File: src/include/dspid_consts.svh
`ifndef DSPID_CONSTS_SVH
`define DSPID_CONSTS_SVH
// register word addresses on the plain register port
`define DSPID_REG_CTRL 4'h0
`define DSPID_REG_PAGE 4'h1
`define DSPID_REG_STAT 4'h2
`define DSPID_REG_RPT 4'h3
`define DSPID_REG_LAST 4'h4
// reset values
`define DSPID_CTRL_RST 1'b1
`define DSPID_PAGE_RST 9'h000
`define DSPID_RPT_RST 8'h00
// instruction field positions
`define DSPID_F_SHIFT 11:8
`define DSPID_F_XSHIFT 10:8
`define DSPID_F_AUX 10:8
`define DSPID_F_PA 11:8
`define DSPID_F_IND 7
`define DSPID_F_DADDR 6:0
`define DSPID_F_CMP 1:0
`define DSPID_F_PM 1:0
`define DSPID_F_ARP 2:0
`define DSPID_F_FMT 0
`define DSPID_F_DP 8:0
`define DSPID_F_HI 15:8
// opcode patterns
`define DSPID_P_ABS 16'b1100_1110_0001_1011
`define DSPID_P_ADD 16'b0000_????_????_????
`define DSPID_P_LALK 16'b1101_????_0000_0001
`define DSPID_P_ACC_ADD_LONG_IMM 16'b1101_????_0000_0010
`define DSPID_P_SBLK 16'b1101_????_0000_0011
`define DSPID_P_ANDK 16'b1101_????_0000_0100
`define DSPID_P_ORK 16'b1101_????_0000_0101
`define DSPID_P_XORK 16'b1101_????_0000_0110
`define DSPID_P_STH 16'b0110_1???_????_????
`define DSPID_P_STL 16'b0110_0???_????_????
`define DSPID_P_LDAR 16'b0011_0???_????_????
`define DSPID_P_STAR 16'b0111_0???_????_????
`define DSPID_P_LDARP 16'b0101_0101_1000_1???
`define DSPID_P_CMP 16'b1100_1110_0101_00??
`define DSPID_P_SPM 16'b1100_1110_0000_10??
`define DSPID_P_IN 16'b1000_????_????_????
`define DSPID_P_OUT 16'b1110_????_????_????
`define DSPID_P_BR 16'b1111_1111_1???_????
`define DSPID_P_CALLD 16'b1111_1110_1???_????
`define DSPID_P_BCND 16'b1111_????_1???_????
`define DSPID_P_BCRY 16'b0101_111?_1???_????
`define DSPID_P_BRANCH_VIA_ACC 16'b1100_1110_0010_0101
`define DSPID_P_CALL_VIA_ACC 16'b1100_1110_0010_0100
`define DSPID_P_RET 16'b1100_1110_0010_0110
`define DSPID_P_MULT_ACC_MOVE 16'b0101_1100_????_????
`define DSPID_P_MULT_ADD_PREV 16'b0011_1010_????_????
`define DSPID_P_SERIAL_FORMAT_SET 16'b1100_1110_0000_111?
`define DSPID_P_TXC 16'b1100_1110_0010_0000
`define DSPID_P_TXS 16'b1100_1110_0010_0001
`define DSPID_P_FSC 16'b1100_1110_0011_0110
`define DSPID_P_FSS 16'b1100_1110_0011_0111
`define DSPID_P_BLOCK_MOVE_PROG_TO_DATA 16'b1111_1100_????_????
`define DSPID_P_PAGE_PTR_LOAD_IMM 16'b1100_100?_????_????
`define DSPID_P_ACC_NORMALIZE 16'b1100_1110_1???_????
`define DSPID_P_ZERO_LOW_LOAD_HIGH 16'b0100_0000_????_????
`define DSPID_P_ZERO_LOW_LOAD_HIGH_ROUND 16'b0111_1011_????_????
`endif

File: src/include/dspid_pkg.sv
package dspid_pkg;
  // operation handed to the datapath
  typedef enum logic [5:0] {
    DSPID_NOP, DSPID_ACC_MAGNITUDE, DSPID_ADD_SHIFT, DSPID_LOAD_LONG_IMM,
    DSPID_ACC_ADD_LONG_IMM, DSPID_SUB_LONG_IMM, DSPID_AND_LONG_IMM, DSPID_OR_LONG_IMM,
    DSPID_XOR_LONG_IMM, DSPID_STORE_ACC_UPPER, DSPID_STORE_ACC_LOWER, DSPID_LOAD_AUX,
    DSPID_STORE_AUX, DSPID_LOAD_AUX_POINTER, DSPID_AUX_COMPARE,
    DSPID_PRODUCT_SHIFT_MODE_SET, DSPID_PORT_IN, DSPID_PORT_OUT, DSPID_BRANCH,
    DSPID_CALL_DIRECT, DSPID_BRANCH_COND, DSPID_BRANCH_VIA_ACC, DSPID_CALL_VIA_ACC,
    DSPID_RETURN_OP, DSPID_MULT_ACC_MOVE, DSPID_MULT_ADD_PREV, DSPID_SERIAL_FORMAT_SET,
    DSPID_TX_MODE_SET, DSPID_TX_MODE_CLEAR, DSPID_FRAMESYNC_MODE_SET,
    DSPID_FRAMESYNC_MODE_CLEAR, DSPID_BLOCK_MOVE_PROG_TO_DATA, DSPID_PAGE_PTR_LOAD_IMM,
    DSPID_ACC_NORMALIZE, DSPID_ZERO_LOW_LOAD_HIGH, DSPID_ZERO_LOW_LOAD_HIGH_ROUND
  } dspid_op_e;
  // sequencer states, gray along idle -> second word -> repeat
  typedef enum logic [1:0] {
    DSPID_IDLE = 2'b00,
    DSPID_WAIT2 = 2'b01,
    DSPID_REPEAT = 2'b11
  } dspid_state_e;
endpackage

File: src/hdl/dspid_decoder.sv
`include "dspid_consts.svh"
module dspid_decoder import dspid_pkg::*; (
  input wire logic clk_sys,
  input wire logic rst,
  input wire logic [15:0] instr_word,
  input wire logic instr_valid,
  input wire logic acc_zero,
  input wire logic acc_neg,
  input wire logic acc_ovf,
  input wire logic acc_carry,
  input wire logic acc_msb_equal,
  input wire logic [15:0] ar_cur_val,
  input wire logic [15:0] ar0_val,
  input wire logic bio_n_pin,
  input wire logic [3:0] reg_addr,
  input wire logic [15:0] reg_wdata,
  input wire logic reg_wr,
  input wire logic reg_rd,
  output logic [15:0] reg_rdata,
  output logic op_valid,
  output dspid_op_e op_kind,
  output logic two_word,
  output logic fetch_second,
  output logic fetch_stall,
  output logic [3:0] shift_code,
  output logic [2:0] store_shift,
  output logic [2:0] aux_sel,
  output logic [1:0] cmp_mode,
  output logic [3:0] port_addr_field,
  output logic [15:0] imm_word,
  output logic [15:0] data_addr,
  output logic ind_mode,
  output logic [6:0] ind_ctrl,
  output logic pc_load,
  output logic [15:0] pc_target,
  output logic pc_from_acc,
  output logic push_return,
  output logic pop_return,
  output logic acc_normalize_shift,
  output logic [2:0] aux_reg_pointer,
  output logic [1:0] product_shift_mode,
  output logic serial_format,
  output logic tx_mode,
  output logic framesync_mode,
  output logic test_control_flag,
  output logic [8:0] page_ptr
);
  // opcode recognition; anything unlisted is a no-operation
  function automatic dspid_op_e decode_op(input logic [15:0] w);
    casez (w)
      `DSPID_P_ABS: decode_op = DSPID_ACC_MAGNITUDE;
      `DSPID_P_ADD: decode_op = DSPID_ADD_SHIFT;
      `DSPID_P_LALK: decode_op = DSPID_LOAD_LONG_IMM;
      `DSPID_P_ACC_ADD_LONG_IMM: decode_op = DSPID_ACC_ADD_LONG_IMM;
      `DSPID_P_SBLK: decode_op = DSPID_SUB_LONG_IMM;
      `DSPID_P_ANDK: decode_op = DSPID_AND_LONG_IMM;
      `DSPID_P_ORK: decode_op = DSPID_OR_LONG_IMM;
      `DSPID_P_XORK: decode_op = DSPID_XOR_LONG_IMM;
      `DSPID_P_STH: decode_op = DSPID_STORE_ACC_UPPER;
      `DSPID_P_STL: decode_op = DSPID_STORE_ACC_LOWER;
      `DSPID_P_LDAR: decode_op = DSPID_LOAD_AUX;
      `DSPID_P_STAR: decode_op = DSPID_STORE_AUX;
      `DSPID_P_LDARP: decode_op = DSPID_LOAD_AUX_POINTER;
      `DSPID_P_CMP: decode_op = DSPID_AUX_COMPARE;
      `DSPID_P_SPM: decode_op = DSPID_PRODUCT_SHIFT_MODE_SET;
      `DSPID_P_IN: decode_op = DSPID_PORT_IN;
      `DSPID_P_OUT: decode_op = DSPID_PORT_OUT;
      `DSPID_P_BR: decode_op = DSPID_BRANCH;
      `DSPID_P_CALLD: decode_op = DSPID_CALL_DIRECT;
      `DSPID_P_BLOCK_MOVE_PROG_TO_DATA: decode_op = DSPID_BLOCK_MOVE_PROG_TO_DATA;
      `DSPID_P_BCND: decode_op = (w[11:8] == 4'hd) ? DSPID_NOP : DSPID_BRANCH_COND;
      `DSPID_P_BCRY: decode_op = DSPID_BRANCH_COND;
      `DSPID_P_BRANCH_VIA_ACC: decode_op = DSPID_BRANCH_VIA_ACC;
      `DSPID_P_CALL_VIA_ACC: decode_op = DSPID_CALL_VIA_ACC;
      `DSPID_P_RET: decode_op = DSPID_RETURN_OP;
      `DSPID_P_MULT_ACC_MOVE: decode_op = DSPID_MULT_ACC_MOVE;
      `DSPID_P_MULT_ADD_PREV: decode_op = DSPID_MULT_ADD_PREV;
      `DSPID_P_SERIAL_FORMAT_SET: decode_op = DSPID_SERIAL_FORMAT_SET;
      `DSPID_P_TXC: decode_op = DSPID_TX_MODE_CLEAR;
      `DSPID_P_TXS: decode_op = DSPID_TX_MODE_SET;
      `DSPID_P_FSC: decode_op = DSPID_FRAMESYNC_MODE_CLEAR;
      `DSPID_P_FSS: decode_op = DSPID_FRAMESYNC_MODE_SET;
      `DSPID_P_PAGE_PTR_LOAD_IMM: decode_op = DSPID_PAGE_PTR_LOAD_IMM;
      `DSPID_P_ACC_NORMALIZE: decode_op = DSPID_ACC_NORMALIZE;
      `DSPID_P_ZERO_LOW_LOAD_HIGH: decode_op = DSPID_ZERO_LOW_LOAD_HIGH;
      `DSPID_P_ZERO_LOW_LOAD_HIGH_ROUND: decode_op = DSPID_ZERO_LOW_LOAD_HIGH_ROUND;
      default: decode_op = DSPID_NOP;
    endcase
  endfunction
  // two-word opcodes need their operand word before they issue
  function automatic logic is_two_word(input dspid_op_e op);
    case (op)
      DSPID_LOAD_LONG_IMM, DSPID_ACC_ADD_LONG_IMM, DSPID_SUB_LONG_IMM,
      DSPID_AND_LONG_IMM, DSPID_OR_LONG_IMM, DSPID_XOR_LONG_IMM,
      DSPID_BRANCH, DSPID_CALL_DIRECT, DSPID_BRANCH_COND,
      DSPID_MULT_ACC_MOVE, DSPID_BLOCK_MOVE_PROG_TO_DATA: is_two_word = 1'b1;
      default: is_two_word = 1'b0;
    endcase
  endfunction
  // branch condition selected by the high byte of the first word
  function automatic logic cond_met(input logic [7:0] hi, input logic z, input logic n,
    input logic v, input logic c, input logic tc, input logic bio_lo, input logic ar_nz);
    case (hi)
      8'hF0: cond_met = v;
      8'hF1: cond_met = !n && !z;
      8'hF2: cond_met = n || z;
      8'hF3: cond_met = n;
      8'hF4: cond_met = !n;
      8'hF5: cond_met = !z;
      8'hF6: cond_met = z;
      8'hF7: cond_met = !v;
      8'hF8: cond_met = !tc;
      8'hF9: cond_met = tc;
      8'hFA: cond_met = bio_lo;
      8'hFB: cond_met = ar_nz;
      8'h5E: cond_met = c;
      8'h5F: cond_met = !c;
      default: cond_met = 1'b0;
    endcase
  endfunction
  // aux compare under the two-bit mode, unsigned
  function automatic logic cmp_true(input logic [1:0] m, input logic [15:0] a,
                                    input logic [15:0] b);
    case (m)
      2'b00: cmp_true = (a == b);
      2'b01: cmp_true = (a < b);
      2'b10: cmp_true = (a > b);
      default: cmp_true = (a != b);
    endcase
  endfunction
  dspid_state_e state_q;
  logic [15:0] first_q, rdata_q, iss_word;
  logic [8:0] page_q;
  logic [7:0] rpt_q;
  logic [2:0] arp_q;
  logic [1:0] bio_sync_q, pm_q;
  logic ctrl_en_q, tc_q, fmt_q, txm_q, fsm_q;
  dspid_op_e new_op, pend_op, iss_op, exe_op;
  logic take_first, take_second, issue_now, exec_now;
  assign new_op = decode_op(instr_word);
  assign pend_op = decode_op(first_q);
  assign take_first = (state_q == DSPID_IDLE) && instr_valid && ctrl_en_q;
  assign take_second = (state_q == DSPID_WAIT2) && instr_valid;
  assign issue_now = (take_first && !is_two_word(new_op)) || take_second;
  assign iss_op = take_second ? pend_op : new_op;
  assign iss_word = take_second ? first_q : instr_word;
  assign exec_now = issue_now || (state_q == DSPID_REPEAT);
  assign exe_op = issue_now ? iss_op : op_kind;
  // branch-control pin synchroniser
  always_ff @(posedge clk_sys) begin
    if (rst) begin
      bio_sync_q <= 2'b11;
    end else begin
      bio_sync_q <= {bio_sync_q[0], bio_n_pin};
    end
  end
  // sequencer: first word, optional second word, repeats
  always_ff @(posedge clk_sys) begin
    if (rst) begin
      state_q <= DSPID_IDLE;
      first_q <= 16'h0000;
    end else begin
      unique case (state_q)
        DSPID_IDLE: begin
          if (take_first) begin
            first_q <= instr_word;
            if (is_two_word(new_op)) begin
              state_q <= DSPID_WAIT2;
            end else if (rpt_q != 8'h00) begin
              state_q <= DSPID_REPEAT;
            end
          end
        end
        DSPID_WAIT2: begin
          if (take_second) begin
            state_q <= (rpt_q != 8'h00) ? DSPID_REPEAT : DSPID_IDLE;
          end
        end
        DSPID_REPEAT: begin
          if (rpt_q == 8'h01) begin
            state_q <= DSPID_IDLE;
          end
        end
      endcase
    end
  end
  // fetch handshake flags toward the fetch unit
  always_ff @(posedge clk_sys) begin
    if (rst) begin
      fetch_second <= 1'b0;
      fetch_stall <= 1'b0;
    end else begin
      fetch_second <= take_first ? is_two_word(new_op) : (fetch_second && !take_second);
      if (issue_now && rpt_q != 8'h00) begin
        fetch_stall <= 1'b1;
      end else if (state_q == DSPID_REPEAT && rpt_q == 8'h01) begin
        fetch_stall <= 1'b0;
      end
    end
  end
  // repeat counter: software writes executions minus one
  always_ff @(posedge clk_sys) begin
    if (rst) begin
      rpt_q <= `DSPID_RPT_RST;
    end else if (state_q == DSPID_REPEAT) begin
      rpt_q <= rpt_q - 8'h01;
    end else if (reg_wr && reg_addr == `DSPID_REG_RPT) begin
      rpt_q <= reg_wdata[7:0];
    end
  end
  // issued operation and its operand fields
  always_ff @(posedge clk_sys) begin
    if (rst) begin
      op_valid <= 1'b0;
      op_kind <= DSPID_NOP;
      two_word <= 1'b0;
      shift_code <= 4'h0;
      store_shift <= 3'h0;
      aux_sel <= 3'h0;
      cmp_mode <= 2'h0;
      port_addr_field <= 4'h0;
      imm_word <= 16'h0000;
      data_addr <= 16'h0000;
      ind_mode <= 1'b0;
      ind_ctrl <= 7'h00;
    end else begin
      op_valid <= exec_now;
      if (issue_now) begin
        op_kind <= iss_op;
        two_word <= take_second;
        shift_code <= iss_word[`DSPID_F_SHIFT];
        store_shift <= iss_word[`DSPID_F_XSHIFT];
        aux_sel <= (iss_op == DSPID_LOAD_AUX_POINTER) ? iss_word[`DSPID_F_ARP]
                                                      : iss_word[`DSPID_F_AUX];
        cmp_mode <= iss_word[`DSPID_F_CMP];
        port_addr_field <= iss_word[`DSPID_F_PA];
        imm_word <= take_second ? instr_word : 16'h0000;
        data_addr <= {page_q, iss_word[`DSPID_F_DADDR]};
        ind_mode <= iss_word[`DSPID_F_IND];
        ind_ctrl <= iss_word[`DSPID_F_DADDR];
      end
    end
  end
  // program-flow controls
  always_ff @(posedge clk_sys) begin
    if (rst) begin
      pc_load <= 1'b0;
      pc_target <= 16'h0000;
      pc_from_acc <= 1'b0;
      push_return <= 1'b0;
      pop_return <= 1'b0;
    end else begin
      pc_load <= 1'b0;
      pc_from_acc <= 1'b0;
      push_return <= 1'b0;
      pop_return <= 1'b0;
      if (issue_now) begin
        unique case (iss_op)
          DSPID_BRANCH: begin
            pc_load <= 1'b1;
            pc_target <= instr_word;
          end
          DSPID_CALL_DIRECT: begin
            pc_load <= 1'b1;
            pc_target <= instr_word;
            push_return <= 1'b1;
          end
          DSPID_BRANCH_COND: begin
            pc_load <= cond_met(first_q[`DSPID_F_HI], acc_zero, acc_neg, acc_ovf, acc_carry,
                                tc_q, !bio_sync_q[1], ar_cur_val != 16'h0000);
            pc_target <= instr_word;
          end
          DSPID_BRANCH_VIA_ACC: begin
            pc_load <= 1'b1;
            pc_from_acc <= 1'b1;
          end
          DSPID_CALL_VIA_ACC: begin
            pc_load <= 1'b1;
            pc_from_acc <= 1'b1;
            push_return <= 1'b1;
          end
          DSPID_RETURN_OP: begin
            pc_load <= 1'b1;
            pop_return <= 1'b1;
          end
          default: ;
        endcase
      end
    end
  end
  // normalize step: shift when top bits agree
  always_ff @(posedge clk_sys) begin
    if (rst) begin
      acc_normalize_shift <= 1'b0;
    end else begin
      acc_normalize_shift <= exec_now && exe_op == DSPID_ACC_NORMALIZE && acc_msb_equal;
    end
  end
  // test/control flag from compare and normalize
  always_ff @(posedge clk_sys) begin
    if (rst) begin
      tc_q <= 1'b0;
    end else if (exec_now && exe_op == DSPID_AUX_COMPARE) begin
      tc_q <= cmp_true(issue_now ? iss_word[`DSPID_F_CMP] : cmp_mode,
                       ar_cur_val, ar0_val);
    end else if (exec_now && exe_op == DSPID_ACC_NORMALIZE) begin
      tc_q <= !acc_msb_equal;
    end
  end
  // page pointer: immediate load or software write
  always_ff @(posedge clk_sys) begin
    if (rst) begin
      page_q <= `DSPID_PAGE_RST;
    end else if (issue_now && iss_op == DSPID_PAGE_PTR_LOAD_IMM) begin
      page_q <= iss_word[`DSPID_F_DP];
    end else if (reg_wr && reg_addr == `DSPID_REG_PAGE) begin
      page_q <= reg_wdata[8:0];
    end
  end
  // pointer, product shift and serial mode bits
  always_ff @(posedge clk_sys) begin
    if (rst) begin
      arp_q <= 3'h0;
      pm_q <= 2'h0;
      fmt_q <= 1'b0;
      txm_q <= 1'b0;
      fsm_q <= 1'b0;
    end else if (issue_now) begin
      unique case (iss_op)
        DSPID_LOAD_AUX_POINTER: arp_q <= iss_word[`DSPID_F_ARP];
        DSPID_PRODUCT_SHIFT_MODE_SET: pm_q <= iss_word[`DSPID_F_PM];
        DSPID_SERIAL_FORMAT_SET: fmt_q <= iss_word[`DSPID_F_FMT];
        DSPID_TX_MODE_SET: txm_q <= 1'b1;
        DSPID_TX_MODE_CLEAR: txm_q <= 1'b0;
        DSPID_FRAMESYNC_MODE_SET: fsm_q <= 1'b1;
        DSPID_FRAMESYNC_MODE_CLEAR: fsm_q <= 1'b0;
        default: ;
      endcase
    end
  end
  // control register: decode enable
  always_ff @(posedge clk_sys) begin
    if (rst) begin
      ctrl_en_q <= `DSPID_CTRL_RST;
    end else if (reg_wr && reg_addr == `DSPID_REG_CTRL) begin
      ctrl_en_q <= reg_wdata[0];
    end
  end
  // register read port, data one cycle after the strobe, else zero
  always_ff @(posedge clk_sys) begin
    if (rst) begin
      rdata_q <= 16'h0000;
    end else begin
      case (reg_rd ? reg_addr : 4'hf) // idle cycles select an unmapped word
        `DSPID_REG_CTRL: rdata_q <= {15'h0000, ctrl_en_q};
        `DSPID_REG_PAGE: rdata_q <= {7'h00, page_q};
        `DSPID_REG_STAT: rdata_q <= {3'h0, state_q, fsm_q, txm_q, fmt_q, tc_q, pm_q,
                                     2'h0, arp_q};
        `DSPID_REG_RPT: rdata_q <= {8'h00, rpt_q};
        `DSPID_REG_LAST: rdata_q <= first_q;
        default: rdata_q <= 16'h0000;
      endcase
    end
  end
  assign reg_rdata = rdata_q;
  assign aux_reg_pointer = arp_q;
  assign product_shift_mode = pm_q;
  assign serial_format = fmt_q;
  assign tx_mode = txm_q;
  assign framesync_mode = fsm_q;
  assign test_control_flag = tc_q;
  assign page_ptr = page_q;
endmodule

File: config.mk
export PLATFORM = sky130hd
export DESIGN_NAME = dspid_decoder
export DESIGN_NICKNAME = d
export VERILOG_FILES = /design/src/include/dspid_pkg.sv /design/src/hdl/dspid_decoder.sv
export VERILOG_INCLUDE_DIRS = /design/src /design/src/include
export SDC_FILE = /design/constraint.sdc
export NUM_CORES = 1
export LEC_CHECK = 0
export BUFFER_PORTS_ARGS = -buffer_cell sky130_fd_sc_hd__buf_4
export CAP_MARGIN = 20
export CORE_MARGIN = 5
export CORE_UTILIZATION = 40
export DETAILED_ROUTE_END_ITERATION = 6
export PLACE_DENSITY = 0.64
export SYNTH_ARGS = -nofsm -noshare
export SYNTH_HDL_FRONTEND = slang
export SYNTH_SLANG_ARGS = --single-unit
File: constraint.sdc
create_clock -name clk_sys -period 7.2 [get_ports clk_sys]
set_input_delay 2.16 -clock clk_sys [delete_from_list [all_inputs] [get_ports clk_sys]]
set_output_delay 2.16 -clock clk_sys [all_outputs]
set_load 0.05 [all_outputs]
After elaboration in Yosys (flattened, before gate mapping). Memory sizes are Yosys's and may differ from the RTL's. Cells that the tools add are included.

$add $sub $neg: 1. Magnitude comparators: 2. Eq/ne operators: 119. Muxes and demuxes: 44. Bitwise gates (word level): 1. Reductions and logical operators: 54.

Operators by type and width (count): 16-bit == test, second input constant (16); 6-bit case mux with 20 select lines (2); 6-bit case mux with 16 select lines (2); 12-bit == test, second input constant (12); 8-bit == test, second input constant (14); 8-bit by 7-bit == test with 1-bit output, second input constant (10); 16-bit case mux with 5 select lines (1); 6-bit by 5-bit == test with 1-bit output, second input constant (11); 14-bit == test, second input constant (4); 9-bit == test, second input constant (6); 15-bit == test, second input constant (2); 5-bit by 4-bit == test with 1-bit output, second input constant (6); 13-bit by 12-bit == test with 1-bit output, second input constant (2); 4-bit == test, second input constant (6); 6-bit by 4-bit == test with 1-bit output, second input constant (3); 9-bit 2-to-1 mux (2); 16-bit == test (1); 8-bit by 6-bit == test with 1-bit output, second input constant (2); 16-bit > comparator (1); 4-bit zero test (4); 16-bit less-than comparator (1); 16-bit 2-to-1 mux (1); 8-bit 2-to-1 mux (2); 16-bit != test (1); other kinds (38) (109).

Flip-flop bits (word level): 146. Memory bits (read-only): 96. Bits of input ports: 79. Output and inout port bits: 121. Word-level logic and storage cells: 256. Memories kept: 3.

Memories: (name not given) (words 32, bits a word 1, rd ports 1, clocked after memory_dff 0, write ports 0, line dspid_decoder.sv:92) `case (op)`; (name not given) (words 32, bits a word 1, rd ports 1, clocked after memory_dff 0, write ports 0, line dspid_decoder.sv:92); (name not given) (words 32, bits a word 1, rd ports 1, clocked after memory_dff 0, write ports 0, line dspid_decoder.sv:92).

Longest topological paths before layout. Gate-level depths: netlist (run 1). An unclocked memory read counts as a cell.

Depth in word-level cells: 14. Depth in mapped cells: 15. Gate-level depth less buffers: 13.

Least setup slack after synthesis (run 1). OpenSTA, ideal clock, no wires.

Path type: input to register. From: input instr_word[13]. To: register pm_q[0] (netlist: product_shift_mode[0]). Arrival: 4.649 ns. Setup slack: 2.423 ns. Stages: 13. Path through: buf_2 > and4bb_1 > nand2_4 > o21ai_1 > or3_1 > o21a_1 > xor2_1 > a41o_2 > o21a_2 > buf_2 > nor3_2 > mux2i_1 > nor2_1.

Cells in the longest elaborated chain, start to end: 9.

RTL lines: start: declaration (line dspid_decoder.sv:5) `input wire logic [15:0] instr_word,`; 16-bit == test (tied with other cells) (line dspid_decoder.sv:50) `casez (w)`; 6-bit case mux with 16 select lines (line dspid_decoder.sv:50); 6-bit case mux with 20 select lines * (line dspid_decoder.sv:50); memory read 32 x 1 bit; 1-bit 2-to-1 mux (line dspid_decoder.sv:92); 1-bit zero test (line dspid_decoder.sv:144) `assign issue_now = (take_first && !is_two_word(new_op)) || take_second;`; 1-bit logical AND (line dspid_decoder.sv:144); 1-bit logical OR (line dspid_decoder.sv:144); 2-bit AND reduction (no source line) *; end signal: assignment (line dspid_decoder.sv:331) `` DSPID_PRODUCT_SHIFT_MODE_SET: pm_q <= iss_word[`DSPID_F_PM]; ``; end: declaration (line dspid_decoder.sv:136) `logic [1:0] bio_sync_q, pm_q;`.

Every way passes the cells marked *; elsewhere a longest branch is shown, timed or not. A chain may end at the register's enable or synchronous reset.

Worst setup path after layout (run 1).
From: input instr_word[13]. To: register tc_q (netlist: test_control_flag).

Cells in the longest elaborated chain, start to end: 12.

RTL lines: 16-bit == test (tied with other cells) (line dspid_decoder.sv:50); 6-bit case mux with 16 select lines (line dspid_decoder.sv:50); 6-bit case mux with 20 select lines * (line dspid_decoder.sv:50); memory read 32 x 1 bit; 1-bit 2-to-1 mux (line dspid_decoder.sv:92); 1-bit zero test (line dspid_decoder.sv:144); 1-bit logical AND (line dspid_decoder.sv:144); 1-bit logical OR (line dspid_decoder.sv:144); 2-bit 2-to-1 mux / 6-bit 2-to-1 mux (equally long branches); 2-bit == test (tied with other cells) (line dspid_decoder.sv:124) `case (m)`; 1-bit case mux with 3 select lines (tied with other cells) (line dspid_decoder.sv:124); 1-bit 2-to-1 mux / 2-bit nonzero test (equally long branches); end signal: assignment (line dspid_decoder.sv:304) `` tc_q <= cmp_true(issue_now ? iss_word[`DSPID_F_CMP] : cmp_mode, ``; end signal: assignment (line dspid_decoder.sv:307) `tc_q <= !acc_msb_equal;`; end: declaration (line dspid_decoder.sv:137) `logic ctrl_en_q, tc_q, fmt_q, txm_q, fsm_q;`.

Marked as above.

==> results.json, run 1 <==
{
  "synth-edff-count": 0,
  "final_cell_mix": "buf_4, dfxtp_1, nor2_1, nand2_1, a21oi_1",
  "holdPathStages": 1,
  "finalCritPeriodShare_pct": 73.41,
  "drive_gt1_share_pct": 23.22,
  "fillCellCount": 1926,
  "cts_hold_buf": 0,
  "holdCritPathClass": "register to register",
  "layout.nets": 1209,
  "relSlewSlack_pct": 30.74,
  "skew_ns": 0.01219,
  "antenna_cells": 0,
  "status": "completed",
  "start_util_pct": 40.52,
  "yosysTopAreaCellShare_pct": 34.64,
  "dr.pass1.iters": 5,
  "fmax_ghz": 0.1892,
  "drv_cap": 0,
  "max-vdd-ir-drop_mv": 0.1832,
  "p_per_area_nw_per_um2": 251.7,
  "worst_slack_ns": 1.915,
  "cts_tree": "done",
  "area_growth_pct": 25.26,
  "place_congestion": 0.8906,
  "fin_cells": 1389,
  "cts_num_sinks": 136,
  "grt_overflow": 0,
  "r2r_start": "first_q[9]",
  "synth.yosys.seq_area_share_pct": 34.64,
  "ys.flop_type": "dfxtp_1",
  "route.detailed.drc": 0,
  "hold_viol_final": 0,
  "clk_pin_slew_ns": 0.06,
  "ant_nets": 0,
  "setup_tns_ns": 0,
  "numPortBuffers": 192,
  "synth_top_area_cell": "dfxtp_1",
  "leakage_nw": 4.276,
  "drt-vias-per-instance": 5.665,
  "syn_inst": 982,
  "worst_pin_slew_ns": 1.037,
  "fin_hold_ws_ns": 0.4052,
  "crit_fanout": 32,
  "hold_end": "bio_sync_q[1]",
  "crit_type": "primary input to register",
  "grt_max_degree": 76,
  "detail_route.wl_per_cell_um": 19.30,
  "synth_seq_cells": 136,
  "synth_area_leaders": "dfxtp_1, nor2_1, mux2i_1",
  "drtIter0Drc": 886,
  "cp.required_ns": 7.54,
  "netlist_area_um2": 7860,
  "synth.net_count": 1079,
  "finalWorstPathRequiredPeriod_ns": 5.285,
  "r2r_slack_ns": 3.23,
  "min_from": "bio_sync_q[0]",
  "drv_slew": 0,
  "place_inst": 1356,
  "io_pins": 200,
  "dp.final_hpwl_mm": 19.01,
  "pre_cts_slack_ns": 1.519,
  "seqCellArea_um2": 2723,
  "cts_root_buffer": "clkbuf_16",
  "grt_pass1_vias": 7523,
  "cts_resized": 0,
  "rsz0062_at_grt": "false",
  "ys_types": 83,
  "htreeDepth": 4,
  "setup_viol": 0,
  "dieArea_um2": 22550,
  "die_x_um": 150.2,
  "final_util_pct": 50.75,
  "start_kind": "primary input",
  "rows": 51,
  "critPathCaptureType": "register",
  "num_vias": 7869,
  "postCtsSetupRepairBufs": 0,
  "async_reset_ff_share_pct": 0,
  "multi_input_area_um2": 4584,
  "grt_pass1_wl_mm": 41.10,
  "final_common_cell": "buf_4",
  "cts_buffers": 17,
  "track_usage_pct": 23.03,
  "syn_area_per_cell_um2": 8.004,
  "antenna_found_initial": 0,
  "r2r_cells": 11,
  "die_y_um": 150.2,
  "arrival_ns": 5.62,
  "core_area_um2": 19400,
  "wl_mm": 26.80,
  "insertion_delay_ns": 0.42,
  "yosys_warnings": 0,
  "r2r-end": "pc_target[3]",
  "cts.path.max_buffers": 2
}
per-stage QoR:
stage	instance area, µm²	power (mW)
6_report	9846	2.478
5_1_grt	9846	2.580
2_1_floorplan	7860	1.425
3_3_place_gp	9256	1.627
4_1_cts	9831	2.487
3_5_place_dp	9256	1.631
metal layers:
| metal | share of wire (%) | track usage (%) | up-vias |
|---|---|---|---|
| met5 | 0 | 0 | - |
| met4 | 2.1 | 6.542 | 0 |
| met3 | 8.3 | 5.870 | 45 |
| met2 | 45 | 37.01 | 327 |
| met1 | 44 | 30.68 | 3683 |
| li1 | - | - | 3814 |
logic make-up after synthesis:
family	Yosys count	share of synthesized area, %
mux	51	6.606
flops	136	34.64
fa+ha+maj	18	2.865
compound gates	220	19.79
buf+inv	124	7.036
simple gates	423	27.95
xor+xnor	10	1.114
Yosys cell counts, types with 5 or more instances:
master    number
nor4_1        15
and2_1         5
a22oi_1       17
nand3_1       27
a21o_1         6
o21ai_0       19
and3_1        15
nor3b_1       14
or3_1          8
a211oi_1      18
nand4_1       23
nor2_1       134
a22o_1        16
o31ai_1        6
a21oi_1       62
nand2_1       87
nand2b_1       7
mux2i_1       44
mux2_2         7
inv_1         35
a31oi_1        9
or2_2          5
dfxtp_1      136
buf_4         15
nand3b_1       5
nor3_1        18
or4_1          5
clkbuf_1      50
nor4bb_1       9
buf_2         18
nor2b_1       15
xor2_1         8
o21a_1         6
ha_1          18
o22ai_1        9
cell type report:
type                       count  area share (%)
timing repair buffer         200           15.25
inverter                      35           1.334
tap                          265           3.368
multi-input combinational    722           46.56
clock inverter                 9          0.9150
sequential                   136           27.65
clock buffer                  22           4.918
registers in the layout, indices dropped and copies added (netlist names), 2 cells and up:
register            count
store_shift             2
data_addr              16
op_kind                 6
pc_target              16
bio_sync_q              2
imm_word               16
aux_reg_pointer         3
page_ptr                9
first_q                16
reg_rdata              16
cmp_mode                2
product_shift_mode      2
port_addr_field         2
state_q                 2
rpt_q                   8
aux_sel                 3
report_power, final:
part | internal (mW) | leakage, nW | switching, mW
Combinational | 0.240 | 2.89 | 0.487
Sequential | 0.808 | 1.10 | 0.0858
Clock | 0.512 | 0.279 | 0.345
worst max path at each step:
stage                                  endpoint      startpoint  cells past startpoint
after floorplan           product_shift_mode[0]  instr_word[13]                     13
after global placement       aux_reg_pointer[0]   instr_word[3]                     12
after detailed placement     aux_reg_pointer[1]   instr_word[4]                     12
after CTS                     test_control_flag  instr_word[13]                     12
after global routing                 aux_sel[2]  instr_word[13]                     12
final                         test_control_flag  instr_word[13]                     12
critical path, stage by stage:
cell	delay (ns)
buf_4	0.18
and4bb_1	0.39
nand2_4	0.12
a2111oi_2	0.45
or4_1	0.23
nor2_2	0.06
nor4b_1	0.28
a41o_2	0.20
o21a_2	0.70
o31ai_1	0.22
or4b_1	0.54
o31ai_1	0.08
No activity file was read; power rests on OpenSTA's default activity.
==> inputs of run 2 (changes only) <==
- clock period: 7.2 -> 5.27 ns (I/O delays scaled with it)
==> run 2 against run 1 <==
Clock power increased by 34%. Utilization is 0.10 points higher. Via count grew 0.71%. Register-to-register slack worse by 1.8 ns. Worst hold slack improved by 0.0076 ns. Non-clock buffer count is 5 higher. Wire length up 0.74%. Combinational power grew 37%. Die area is the same. Largest cell class unchanged.
==> results.json, run 2 (same netlist as run 1, synthesis figures left out) <==
{
  "htreeDepth": 4,
  "dp.final_hpwl_mm": 19.19,
  "crit_slowest_cell": "nor4_1",
  "die_x_um": 150.2,
  "status": "completed",
  "cts_tree": "done",
  "drv_slew": 0,
  "grt_pass1_vias": 7433,
  "antenna_found_initial": 0,
  "place_congestion": 0.9054,
  "holdCritPathClass": "register to register",
  "crit_buf_inv": 1,
  "core_area_um2": 19400,
  "critPathCaptureType": "register",
  "detail_route.wl_per_cell_um": 19.35,
  "hold_viol_final": 0,
  "rsz0062_at_grt": "false",
  "start_kind": "primary input",
  "drtIter0Drc": 754,
  "wl_mm": 27.00,
  "path_cells": "buf_4, nor3b_1, a21oi_1, nor4_1, nor4_1, o21ai_1, nor4b_1, a41o_2, o21ai_4, o2111ai_4, mux2i_1, nor2_1",
  "cts_hold_buf": 0,
  "cts.path.max_buffers": 2,
  "drv_cap": 0,
  "setup_viol": 0,
  "worst_pin_slew_ns": 1.058,
  "final_common_cell": "buf_4",
  "arrival_ns": 4.81,
  "grt_pass1_wl_mm": 41.52,
  "fillCellCount": 1932,
  "max_stage_delay_ns": 0.50,
  "leakage_nw": 4.296,
  "layout.nets": 1214,
  "cts_root_buffer": "clkbuf_16",
  "io_pins": 200,
  "drive_gt1_share_pct": 23.54,
  "route.detailed.drc": 0,
  "crit_type": "primary input to register",
  "num_vias": 7925,
  "setup_tns_ns": 0,
  "cts_resized": 0,
  "final_cell_mix": "buf_4, dfxtp_1, nor2_1, nand2_1, a21oi_1",
  "grt_max_degree": 54,
  "crit_family": "compound AO/OA/AOI/OAI gates",
  "p_per_area_nw_per_um2": 341.4,
  "rows": 51,
  "crit_top_cell": "nor4_1",
  "fmax_ghz": 0.2215,
  "finalWorstPathRequiredPeriod_ns": 4.515,
  "crit_fanout": 16,
  "die_y_um": 150.2,
  "start_util_pct": 40.52,
  "cp.required_ns": 5.57,
  "area_growth_pct": 25.52,
  "numPortBuffers": 192,
  "relSlewSlack_pct": 29.20,
  "finalCritPeriodShare_pct": 85.68,
  "seqCellArea_um2": 2723,
  "dr.pass1.iters": 7,
  "drt-vias-per-instance": 5.681,
  "max-vdd-ir-drop_mv": 0.2350,
  "cts_num_sinks": 136,
  "clk_pin_slew_ns": 0.06,
  "fin_hold_ws_ns": 0.4128,
  "ant_nets": 0,
  "cts_buffers": 17,
  "grt_overflow": 0,
  "insertion_delay_ns": 0.43,
  "skew_ns": 0.01161,
  "multi_input_area_um2": 4584,
  "dieArea_um2": 22550,
  "postCtsSetupRepairBufs": 0,
  "antenna_cells": 0,
  "track_usage_pct": 23.47
}
run 2: changes by cell type in the layout (fill, tap and decap cells not counted), sizes merged:
cell	previous run	this run
clkinv	4	6
buf	200	205
clkbuf	22	21
run 2: where the power goes:
| group | switching (mW) | total, mW | internal, mW |
|---|---|---|---|
| registers | 0.118 | 1.22 | 1.10 |
| clock network | 0.475 | 1.15 | 0.673 |
| logic | 0.664 | 0.999 | 0.335 |
| total | 1.26 | 3.37 | 2.11 |
run 2: worst register-to-register path: cells and delay by family (launching register included):
kind / cells / cell delay [ns]
multiplexers: 1 / 0.29
flip-flops: 1 / 0.77
AO/OA/AOI/OAI: 4 / 1.59
AND/OR/NAND/NOR: 6 / 1.07
run 2: path summary, 6_finish.rpt:
kind / from / endpoint / slack [ns] / cells past startpoint
max: instr_word[4] / pc_target[4] / 0.75 / 12
min: bio_sync_q[0] / bio_sync_q[1] / 0.41 / 1
max reg2reg: first_q[9] / pc_target[4] / 1.42 / 11
min reg2reg: bio_sync_q[0] / bio_sync_q[1] / 0.41 / 1
run 2: final cells by class:
class                   instances  share of cell area (%)
repair buffers                205                   15.60
inverters                      35                   1.332
flip-flops and latches        136                   27.60
clock buffers                  21                   4.667
well taps                     265                   3.361
clock inverters                11                  0.9765
multi-input cells             722                   46.47
run 2: stage by stage:
stage,instances,area [µm²],power [mW],util (%),setup WS (ns)
floorplan,982,7860,1.947,-,1.072
global placement,1362,9301,2.227,47.95,0.4625
detailed placement,1362,9301,2.237,47.95,0.4151
CTS,1394,9858,3.383,50.82,0.8001
global route,1395,9866,3.520,50.86,0.5521
finish,1395,9866,3.368,50.86,0.7549
run 2: per-layer routing:
layer	track usage (%)	routed length, µm
met5	0	0
met4	6.953	575
met3	5.840	2294
met2	36.92	12370
met1	31.91	11760
==> inputs of run 3 (changes only) <==
- CORE_MARGIN: 5 -> not set
- clock period: 5.27 -> 4.9 ns (I/O delays scaled with it)
==> run 3 against run 2 <==
Via count increased by 1.4%. Combinational power grew 11%. Highest routed layer unchanged. Sequential power grew 7%. Sequential share of layout area fell by 0.31 points. Global-route usage rose by 2.7 points. Worst setup slack lost 0.22 ns. First-iteration DRC count rose by 5.4%. Flip-flop and latch count stayed put. Non-clock buffer count is 10 higher. Clock-buffer cell count decreased by 1. Critical path depth unchanged.
==> results.json, run 3 (same netlist as run 1, synthesis figures left out) <==
{
  "rsz0062_at_grt": "false",
  "dieArea_um2": 20220,
  "drive_gt1_share_pct": 24.21,
  "insertion_delay_ns": 0.43,
  "hold_viol_final": 0,
  "clk_pin_slew_ns": 0.06,
  "cts_resized": 0,
  "ant_nets": 0,
  "fmax_ghz": 0.2289,
  "die_x_um": 142.2,
  "dr.pass1.iters": 6,
  "arrival_ns": 4.73,
  "io_pins": 200,
  "drv_cap": 0,
  "finalCritPeriodShare_pct": 89.15,
  "p_per_area_nw_per_um2": 371.1,
  "holdCritPathClass": "register to register",
  "setup_tns_ns": 0,
  "fin_cells": 1400,
  "numPortBuffers": 192,
  "skew_ns": 0.007813,
  "detail_route.wl_per_cell_um": 18.82,
  "grt_pass1_vias": 7386,
  "layout.nets": 1224,
  "grt_overflow": 0,
  "dp.final_hpwl_mm": 18.66,
  "postCtsSetupRepairBufs": 0,
  "finalWorstPathRequiredPeriod_ns": 4.368,
  "cts_tree": "done",
  "antenna_cells": 0,
  "drt-vias-per-instance": 5.741,
  "cts_buffers": 17,
  "antenna_found_initial": 0,
  "final_cell_mix": "buf_4, dfxtp_1, nor2_1, nand2_1, a21oi_1",
  "place_inst": 1366,
  "crit_fanout": 19,
  "place_congestion": 0.9078,
  "relSlewSlack_pct": 31.58,
  "leakage_nw": 4.355,
  "fillCellCount": 1852,
  "drv_slew": 0,
  "area_growth_pct": 26.95,
  "cp.required_ns": 5.26,
  "pre_cts_slack_ns": 0.1538,
  "core_area_um2": 18960,
  "cts_num_sinks": 136,
  "crit_type": "primary input to register",
  "cts.path.max_buffers": 2,
  "start_kind": "primary input",
  "num_vias": 8038,
  "grt_pass1_wl_mm": 41.01,
  "cts_root_buffer": "clkbuf_16",
  "final_common_cell": "buf_4",
  "track_usage_pct": 26.18,
  "drtIter0Drc": 795,
  "wl_mm": 26.35,
  "worst_pin_slew_ns": 1.021,
  "rows": 50,
  "htreeDepth": 4,
  "worst_slack_ns": 0.5317,
  "die_y_um": 142.2,
  "route.detailed.drc": 0,
  "max-vdd-ir-drop_mv": 0.2931,
  "status": "completed",
  "cts_hold_buf": 0,
  "grt_max_degree": 73,
  "setup_viol": 0,
  "start_util_pct": 41.47,
  "critPathCaptureType": "register"
}
==> run 3: cell count changes in the layout (fill, tap and decap cells not counted), sizes merged <==
| cell | before | now |
|---|---|---|
| buf | 205 | 215 |
| bufinv | 1 | 2 |
| clkbuf | 21 | 20 |
| clkinv | 6 | 1 |
| clkinvlp | 2 | 4 |
| inv | 37 | 40 |
==> run 3: per-layer routing <==
metal	GRT usage [%]	wire length, µm
met1	35.09	11500
met2	42.26	12310
met3	5.417	2171
met4	7.527	373
met5	0	0
==> run 3: per-stage QoR <==
| step | power, mW | area, µm² | utilization, % | hold slack (ns) |
|---|---|---|---|---|
| floorplan | 2.094 | 7860 | - | 0.3895 |
| global placement | 2.409 | 9375 | 49.46 | 0.4070 |
| detailed placement | 2.418 | 9375 | 49.46 | 0.4037 |
| CTS | 3.710 | 9963 | 52.56 | 0.4333 |
| global route | 3.868 | 9978 | 52.64 | 0.4692 |
| finish | 3.703 | 9978 | 52.64 | 0.4351 |
==> run 3: path summary, 6_finish.rpt <==
| check | from | to | slack [ns] | cells past startpoint |
|---|---|---|---|---|
| setup / recovery | instr_word[13] | imm_word[8] | 0.53 | 12 |
| hold / removal | bio_sync_q[0] | bio_sync_q[1] | 0.44 | 1 |
| setup reg to reg | first_q[14] | aux_sel[2] | 1.25 | 12 |
| hold reg to reg | bio_sync_q[0] | bio_sync_q[1] | 0.44 | 1 |
==> run 3: final cells by class <==
| type | count | area (µm²) | share of cell area [%] |
|---|---|---|---|
| multi-input combinational | 722 | 4584 | 45.94 |
| sequential | 136 | 2723 | 27.29 |
| timing repair buffer | 215 | 1627 | 16.30 |
| clock buffer | 20 | 446.7 | 4.476 |
| tap | 260 | 325.3 | 3.260 |
| clock inverter | 12 | 141.4 | 1.417 |
| inverter | 35 | 131.4 | 1.317 |
==> run 3: where the power goes <==
group          switching [mW]  internal, mW  total [mW]
Clock                   0.523         0.771        1.29
Combinational           0.736         0.375        1.11
Sequential              0.112          1.19        1.30
==> run 3: critical path: stages <==
cell	delay, ns
buf_4	0.18
and4bb_1	0.39
nand2_4	0.12
a2111oi_2	0.44
or4_1	0.21
nor2_2	0.05
nor4b_1	0.28
a41o_2	0.20
o31a_1	0.26
nor2_2	0.09
nor3_2	0.77
a22o_1	0.25
